**config.mk**
```make
export PLATFORM = sky130hd
export DESIGN_NAME = abx_exec
export DESIGN_NICKNAME = d
export VERILOG_FILES = /design/src/abx_pkg.sv /design/src/abx_alu_if.sv /design/src/abx_alu.sv /design/src/abx_exec.sv
export VERILOG_INCLUDE_DIRS = /design/src
export SDC_FILE = /design/constraint.sdc
export NUM_CORES = 1
export LEC_CHECK = 0
export BUFFER_PORTS_ARGS = -buffer_cell sky130_fd_sc_hd__buf_2
export CAP_MARGIN = 5
export CORE_MARGIN = 4
export CORE_UTILIZATION = 35
export CTS_CLUSTER_DIAMETER = 120
export CTS_CLUSTER_SIZE = 12
export DETAILED_ROUTE_END_ITERATION = 10
export SYNTH_ARGS = -nofsm -noshare
export SYNTH_HDL_FRONTEND = slang
export SYNTH_HIERARCHICAL = 1
export SYNTH_SLANG_ARGS = --single-unit
export TNS_END_PERCENT = 5
```
**constraint.sdc**
```tcl
create_clock -name sys_clk -period 3.52 [get_ports sys_clk]
set_input_delay 0.528 -clock sys_clk [delete_from_list [all_inputs] [get_ports sys_clk]]
set_output_delay 0.528 -clock sys_clk [all_outputs]
set_load 0.05 [all_outputs]
```
**src/abx_defs.svh**
```systemverilog
`ifndef ABX_DEFS_SVH
`define ABX_DEFS_SVH

// operand and data widths
`define ABX_DATA_W    8
`define ABX_ADDR_W    7
`define ABX_BITIDX_W  3
`define ABX_OFS_W     9
`define ABX_PTR_W     15

// field positions inside a data byte
`define ABX_SIGN_POS  7
`define ABX_NIB_POS   4

// destination-select encodings
`define ABX_DEST_ACCUM 1'b0
`define ABX_DEST_MEM   1'b1

// reset values
`define ABX_ACC_RST   8'h00
`define ABX_FLAG_RST  1'b0
`define ABX_PTR_RST   15'h0000
`define ABX_DATA_ZERO 8'h00

// instruction cycle counts
`define ABX_JUMP_CYCLES 2
`define ABX_SKIP_CYCLES 2

`endif

```
**src/abx_pkg.sv**
```systemverilog
`include "abx_defs.svh"

package abx_pkg;

  typedef enum logic [6:0] {
    OP_NOP                = 7'h01,
    OP_ADD_ACCUM_MEM      = 7'h02,
    OP_ADD_WITH_CARRY_MEM = 7'h04,
    OP_SHIFT_RIGHT_ARITH  = 7'h08,
    OP_CLEAR_MEM_BIT      = 7'h10,
    OP_TEST_SKIP_IF_ZERO  = 7'h20,
    OP_RELATIVE_JUMP      = 7'h40
  } abx_op_t;

  typedef enum logic [2:0] {
    ST_EXEC = 3'h1,
    ST_WAIT = 3'h2,
    ST_SKIP = 3'h4
  } abx_state_t;

endpackage

```
**src/abx_alu_if.sv**
```systemverilog
`include "abx_defs.svh"

interface abx_alu_if;
  abx_pkg::abx_op_t              op;
  logic [`ABX_DATA_W-1:0]        accum;
  logic [`ABX_DATA_W-1:0]        operand;
  logic                          carryIn;
  logic [`ABX_BITIDX_W-1:0]      bitIndex;
  logic [`ABX_DATA_W-1:0]        result;
  logic                          carryOut;
  logic                          nibbleOut;
  logic                          zeroOut;
  logic                          updCarry;
  logic                          updNibble;
  logic                          updZero;
  logic                          writesResult;
  logic                          skipNext;

  modport core (
    output op, accum, operand, carryIn, bitIndex,
    input  result, carryOut, nibbleOut, zeroOut, updCarry, updNibble, updZero,
    input  writesResult, skipNext
  );

  modport alu (
    input  op, accum, operand, carryIn, bitIndex,
    output result, carryOut, nibbleOut, zeroOut, updCarry, updNibble, updZero,
    output writesResult, skipNext
  );
endinterface

```
**src/abx_alu.sv**
```systemverilog
`include "abx_defs.svh"

module abx_alu (
  abx_alu_if.alu bus
);

  // returns {carry out of bit 7, carry out of bit 3, sum}
  function automatic logic [`ABX_DATA_W+1:0] addFlags(
    input logic [`ABX_DATA_W-1:0] a,
    input logic [`ABX_DATA_W-1:0] b,
    input logic                   ci
  );
    logic [`ABX_NIB_POS:0] lo;
    logic [`ABX_DATA_W:0]  full;
    lo   = {1'b0, a[`ABX_NIB_POS-1:0]} + {1'b0, b[`ABX_NIB_POS-1:0]} + {4'h0, ci};
    full = {1'b0, a} + {1'b0, b} + {8'h00, ci};
    return {full[`ABX_DATA_W], lo[`ABX_NIB_POS], full[`ABX_DATA_W-1:0]};
  endfunction

  wire isAdd   = (bus.op == abx_pkg::OP_ADD_ACCUM_MEM);
  wire isAdc   = (bus.op == abx_pkg::OP_ADD_WITH_CARRY_MEM);
  wire isShift = (bus.op == abx_pkg::OP_SHIFT_RIGHT_ARITH);
  wire isClr   = (bus.op == abx_pkg::OP_CLEAR_MEM_BIT);
  wire isSkip  = (bus.op == abx_pkg::OP_TEST_SKIP_IF_ZERO);

  wire [`ABX_DATA_W+1:0] addRes = addFlags(bus.accum, bus.operand, 1'b0);
  wire [`ABX_DATA_W+1:0] adcRes = addFlags(bus.accum, bus.operand, bus.carryIn);
  wire [`ABX_DATA_W-1:0] shiftRes =
    {bus.operand[`ABX_SIGN_POS], bus.operand[`ABX_DATA_W-1:1]};
  wire [`ABX_DATA_W-1:0] clearMask = ~(8'h01 << bus.bitIndex);
  wire [`ABX_DATA_W-1:0] clearRes  = bus.operand & clearMask;

  assign bus.result = isAdd   ? addRes[`ABX_DATA_W-1:0] :
                      isAdc   ? adcRes[`ABX_DATA_W-1:0] :
                      isShift ? shiftRes :
                      isClr   ? clearRes : `ABX_DATA_ZERO;

  // carry out of bit 7, nibble carry out of bit 3, zero on 8-bit result
  assign bus.carryOut  = isAdd   ? addRes[`ABX_DATA_W+1] :
                         isAdc   ? adcRes[`ABX_DATA_W+1] :
                         isShift ? bus.operand[0] : bus.carryIn;
  assign bus.nibbleOut = isAdd ? addRes[`ABX_DATA_W] : adcRes[`ABX_DATA_W];
  assign bus.zeroOut   = (bus.result == `ABX_DATA_ZERO);

  assign bus.updCarry     = isAdd | isAdc | isShift;
  assign bus.updNibble    = isAdd | isAdc;
  assign bus.updZero      = isAdd | isAdc | isShift;
  assign bus.writesResult = isAdd | isAdc | isShift | isClr;
  assign bus.skipNext     = isSkip & ~bus.operand[bus.bitIndex];

endmodule

```
**src/abx_exec.sv**
```systemverilog
`include "abx_defs.svh"

// Overview of operation
// - Add accumulator and addressed byte (address 0..127), updating carry, nibble and zero.
// - Destination select 0 writes the accumulator, 1 writes the addressed memory byte.
// - Arithmetic right shift moves bits 7:1 to 6:0, keeps bit 7, puts bit 0 into carry.
// - The shift updates only carry and zero and writes to the selected destination.
// - Add-with-carry sums accumulator, memory byte and carry, updates carry, nibble, zero.
// - Bit clear zeroes the selected bit 0..7 of memory and leaves flags untouched.
// - Test-skip runs the next instruction if the bit is one, else turns it into a nop.
// - Relative jump target is pointer plus one plus a signed 9-bit offset (-256..255).
// - Relative jump always takes two cycles and leaves every flag unchanged.
// - An operand through the indirect port costs one extra cycle when pointer MSB is set.
module abx_exec #(
  parameter int PTR_W = `ABX_PTR_W
) (
  input  wire logic                     sys_clk,
  input  wire logic                     sys_rst,
  input  wire logic                     instrValid,
  output logic                          instrReady,
  input  wire abx_pkg::abx_op_t         instrOp,
  input  wire logic [`ABX_ADDR_W-1:0]   instrAddr,
  input  wire logic                     instrDest,
  input  wire logic [`ABX_BITIDX_W-1:0] instrBit,
  input  wire logic [`ABX_OFS_W-1:0]    instrOffset,
  input  wire logic                     indirectSel,
  input  wire logic                     pointerMsb,
  output logic [`ABX_ADDR_W-1:0]        memAddr,
  input  wire logic [`ABX_DATA_W-1:0]   memRdData,
  output logic                          memWe,
  output logic [`ABX_ADDR_W-1:0]        memWrAddr,
  output logic [`ABX_DATA_W-1:0]        memWrData,
  output logic [`ABX_DATA_W-1:0]        accum,
  output logic                          carryFlag,
  output logic                          nibbleOverflowBit,
  output logic                          zeroFlag,
  output logic [PTR_W-1:0]              instrPointer,
  output logic                          discardPulse
);

  abx_alu_if aluBus ();

  abx_alu u_alu (
    .bus (aluBus.alu)
  );

  abx_pkg::abx_state_t state;
  abx_pkg::abx_state_t next_state;
  logic                pendingSkip;

  assign aluBus.op       = instrOp;
  assign aluBus.accum    = accum;
  assign aluBus.operand  = memRdData;
  assign aluBus.carryIn  = carryFlag;
  assign aluBus.bitIndex = instrBit;

  // request decode
  assign instrReady = (state != abx_pkg::ST_WAIT);
  assign memAddr    = instrAddr;

  wire take    = instrValid & instrReady;
  wire live    = take & (state == abx_pkg::ST_EXEC);
  wire discard = take & (state == abx_pkg::ST_SKIP);
  wire isJump  = (instrOp == abx_pkg::OP_RELATIVE_JUMP);
  wire isClr   = (instrOp == abx_pkg::OP_CLEAR_MEM_BIT);
  wire hasOperand = ~isJump & (instrOp != abx_pkg::OP_NOP);
  wire extraInd   = live & hasOperand & indirectSel & pointerMsb;
  wire doJump     = live & isJump;
  wire doSkip     = live & aluBus.skipNext;

  // result routing
  wire toMem   = isClr | (instrDest == `ABX_DEST_MEM);
  wire wrAccum = live & aluBus.writesResult & ~toMem;
  wire wrMem   = live & aluBus.writesResult & toMem;

  // pointer arithmetic
  wire [PTR_W-1:0] ptrOffset = PTR_W'($signed(instrOffset));
  wire [PTR_W-1:0] ptrInc    = instrPointer + PTR_W'(1);
  wire [PTR_W-1:0] next_instrPointer =
    doJump ? ptrInc + ptrOffset :
    take   ? ptrInc : instrPointer;

  wire [`ABX_DATA_W-1:0] next_accum = wrAccum ? aluBus.result : accum;
  wire next_carry  = (live & aluBus.updCarry)  ? aluBus.carryOut  : carryFlag;
  wire next_nibble = (live & aluBus.updNibble) ? aluBus.nibbleOut : nibbleOverflowBit;
  wire next_zero   = (live & aluBus.updZero)   ? aluBus.zeroOut   : zeroFlag;

  // sequencing: jump and indirect stall through wait, skip discards one slot
  always_comb begin
    next_state = state;
    case (state)
      abx_pkg::ST_EXEC: begin
        if (doJump || extraInd) begin
          next_state = abx_pkg::ST_WAIT;
        end else if (doSkip) begin
          next_state = abx_pkg::ST_SKIP;
        end
      end
      abx_pkg::ST_WAIT: begin
        next_state = pendingSkip ? abx_pkg::ST_SKIP : abx_pkg::ST_EXEC;
      end
      abx_pkg::ST_SKIP: begin
        if (take) begin
          next_state = abx_pkg::ST_EXEC;
        end
      end
      default: begin
        next_state = abx_pkg::ST_EXEC;
      end
    endcase
  end

  wire next_pendingSkip = (state == abx_pkg::ST_EXEC) ? (extraInd & doSkip) : 1'b0;

  always_ff @(posedge sys_clk) begin
    if (sys_rst) begin
      state        <= abx_pkg::ST_EXEC;
      pendingSkip  <= 1'b0;
      instrPointer <= PTR_W'(`ABX_PTR_RST);
    end else begin
      state        <= next_state;
      pendingSkip  <= next_pendingSkip;
      instrPointer <= next_instrPointer;
    end
  end

  always_ff @(posedge sys_clk) begin
    if (sys_rst) begin
      accum             <= `ABX_ACC_RST;
      carryFlag         <= `ABX_FLAG_RST;
      nibbleOverflowBit <= `ABX_FLAG_RST;
      zeroFlag          <= `ABX_FLAG_RST;
    end else begin
      accum             <= next_accum;
      carryFlag         <= next_carry;
      nibbleOverflowBit <= next_nibble;
      zeroFlag          <= next_zero;
    end
  end

  always_ff @(posedge sys_clk) begin
    if (sys_rst) begin
      memWe        <= 1'b0;
      memWrAddr    <= '0;
      memWrData    <= `ABX_DATA_ZERO;
      discardPulse <= 1'b0;
    end else begin
      memWe        <= wrMem;
      memWrAddr    <= wrMem ? instrAddr : memWrAddr;
      memWrData    <= wrMem ? aluBus.result : memWrData;
      discardPulse <= discard;
    end
  end
endmodule

```
==> impl_results.md <==
* Yosys warns at 6
* Crit Path Category: register to register
* Crit share post-route at 93.9%
* Met3 wire length at 862 um
* Maximum buffer depth of the clock tree at 2
* CP max FO at 7
* Clock-pin slew on the worst setup and hold paths at 0.07 ns
* Initial core utilization at 36.1%
* Number of global-route vias before repair at 3,974
* Die Wd at 117 um
* Final Hold Viols at 0
* I/O pin count at 91
* Area Growth Syn to Fin at 17.5%
* TritonCTS clock tree: built
* Clock share of power at 40.2%
* DR vias at 4,256
* Clock Sink Count at 47
* Final core occ at 42.4%
* Initial DRC count at 311
* Die Height at 117 um
* Pleak at 2.16 nW
* Endpoints failing setup at 0
* Post-synth EDFFs at 0
* GRT Total Usage at 17.6%
* Min Tclk post-route at 3.31 ns
* Cell Rows at 39
* Worst Tran Pin Value at 0.918 ns
* Switching Share at 29.6%
* CP required at 3.67 ns
* Synth area leaders: dfxtp_1 23%, ha_1 8.7%, mux2i_1 6.5%, nor2_1 5.8%, nand2_1 4.7%
* Post-Synthesis Cells at 530
* Die Area at 13,700 um^2
* ANT cells at 0
* Final Skew at 0.00390 ns
* Worst min path class: register to register
* Final Power at 0.00140 W
* Leading cell type in the layout, fill and taps excluded: buf_2
* Post-route DRC at 0
* Outcome: completed
* Mean area per synthesized cell at 7.84 um^2
* Flop pwr share at 39.1%
* Final HPWL DP at 9270 um
* Pin count of the biggest net entering global routing at 49
* WL met1 at 5590 um
* Int Power at 0.000983 W
* Type of origin of the critical path: register
* Core ar. at 11,500 um^2
* Area after DPL at 4700 um^2
* Switching pwr at 0.000413 W
* TNS Setup at 0 ns
* Top FF cell, synth: dfxtp_1
* CTS Root Cell: clkbuf_16
* Clock Latency Late Sink at 0.29 ns
* Number of library cell types mapped by synthesis at 80
* Post-CTS Setup Repair Bufs at 0
* Most frequent cells in the layout: 90 x buf_2, 63 x nor2_1, 52 x nand2_1, 46 x dfxtp_1, 35 x a21oi_1
* Sequential element share of the synthesized area at 22.7%
* Slew headroom at 38.8%
* Combinational Power Share at 20.7%
* Crit end category: register
* Design area at 4880 um^2
* Clock buffer count from CTS at 5
* R2R Setup Slk at 0.21 ns
* Synthesized Nets at 601
* Fill cells at 1,197
* Area leader, netlist: dfxtp_1
* Drt first pass iters at 4
* Peak Freq at 303 MHz
* H-Tree Depth at 2
* RSZ-0062 raised after global routing: false
* Peak VDD IR at 0.000195 V
* DRT antenna net count at 0
* First-pass GRT wire length at 19,500 um
* Non-Filler Instances at 749
* Initial antenna violation count at 0
* Final nets at 676
* Placed instance count at 741
* GPL Wtd Cong at 0.907
* Top cell type's share of synthesized area at 22.7%
* Grt ovf at 0
* Top sig layer: met4
* Post-synth ARST share at 0%
* Port buffer count at 90
* Metal2 WL at 5320 um
* Share of cells above drive strength 1 at 22.4%
* WL/cell at 16.0 um
* Post-DR vias/cell at 5.68
* Power Dens Cells at 286 nW/um^2
* FF+latch count, synth at 47
* Post-Route WL at 12,000 um
* Critical path data arrival time at 3.45 ns
* Slew Viols, Final at 0
* Max Cap Viol at 0
* Mapped cell area at 4150 um^2
[metrics by stage]
stage,setup WS [ns],hold slack [ns]
after floorplan,0.0334,0.450
after global placement,0.226,0.466
after detailed placement,0.130,0.472
after CTS,0.198,0.477
after global routing,0.000798,0.502
final,0.214,0.477
[critical path, cell delays in order, from the launching register on]
cell      delay, ns
dfxtp_1        0.35
ha_1           0.26
and3_2         0.27
and3_1         0.21
xor2_1         0.17
ha_1           0.28
a2111o_1       0.41
a21oi_2        0.14
a21oi_1        0.12
or3_4          0.40
a311oi_2       0.29
o21ai_0        0.12
nor3b_2        0.15
[final cells by class]
type                    count  area [um^2]  share of cell area, %
repair buffers            101          546                   11.2
clock buffers               5          125                   2.56
inverters                  13         48.8                  0.999
well taps                 143          179                   3.66
multi-input cells         437         3000                   61.4
clock inverters             3         46.3                  0.948
flip-flops and latches     47          942                   19.3
[cells in the mapped netlist, types with 5 or more instances]
cell and number:
a31oi_1 7, a21oi_1 35, nand2_1 52, nand4_1 5
o211ai_1 5, buf_4 9, nor3_1 13, nand3b_1 5
xnor2_1 15, xor2_1 13, clkbuf_1 18, mux2i_1 27
ha_1 29, o21ai_0 29, nand2b_1 5, nor2b_1 5
nor2_1 64, a211oi_1 7, inv_1 13, dfxtp_1 47
nand3_1 18, and3_1 9, a21o_1 8
[power groups by stage]
stage / logic [W] / clock network (W) / registers, W
2_1_floorplan: 0.000186 / 0 / 0.000579
3_3_place_gp: 0.000281 / 0 / 0.000558
3_5_place_dp: 0.000286 / 0 / 0.000559
4_1_cts: 0.000288 / 0.000583 / 0.000546
5_1_grt: 0.000316 / 0.000606 / 0.000548
6_report: 0.000289 / 0.000561 / 0.000547
[metal layers]
| layer | vias to the layer above | global-route usage [%] |
|---|---|---|
| met2 | 148 | 27.0 |
| li1 | 2085 | - |
| met1 | 2005 | 24.7 |
| met5 | - | 0 |
| met3 | 18 | 3.86 |
| met4 | 0 | 5.89 |
[flip-flops by register name, summed over array words and instances, names as in the netlist, 3 cells and up]
signal        count
accum             8
instrPointer     15
memWrAddr         7
memWrData         8
state             3
[logic make-up (layout without fill, tap and decap cells)]
family          after synthesis  in the layout  share of synthesized area [%]
simple gates                214            214                           26.7
compound gates              133            133                           21.3
flops                        47             47                           22.7
buf+inv                      46            122                           5.45
fa+ha+maj                    31             31                           9.70
mux                          31             31                           8.22
xor+xnor                     28             28                           5.90
[final timing paths]
kind	start	end	cells after the start
hold reg to reg	nibbleOverflowBit	nibbleOverflowBit	2
hold / removal	nibbleOverflowBit	nibbleOverflowBit	2
setup reg to reg	instrPointer[0]	instrPointer[14]	12
setup / recovery	instrPointer[0]	instrPointer[14]	12
[what timing repair did]
item,in CTS,in global routing
resized for setup,0,3
setup endpoints to repair,0,1
hold buffers,0,0
No activity file was read; power rests on OpenSTA's default activity.
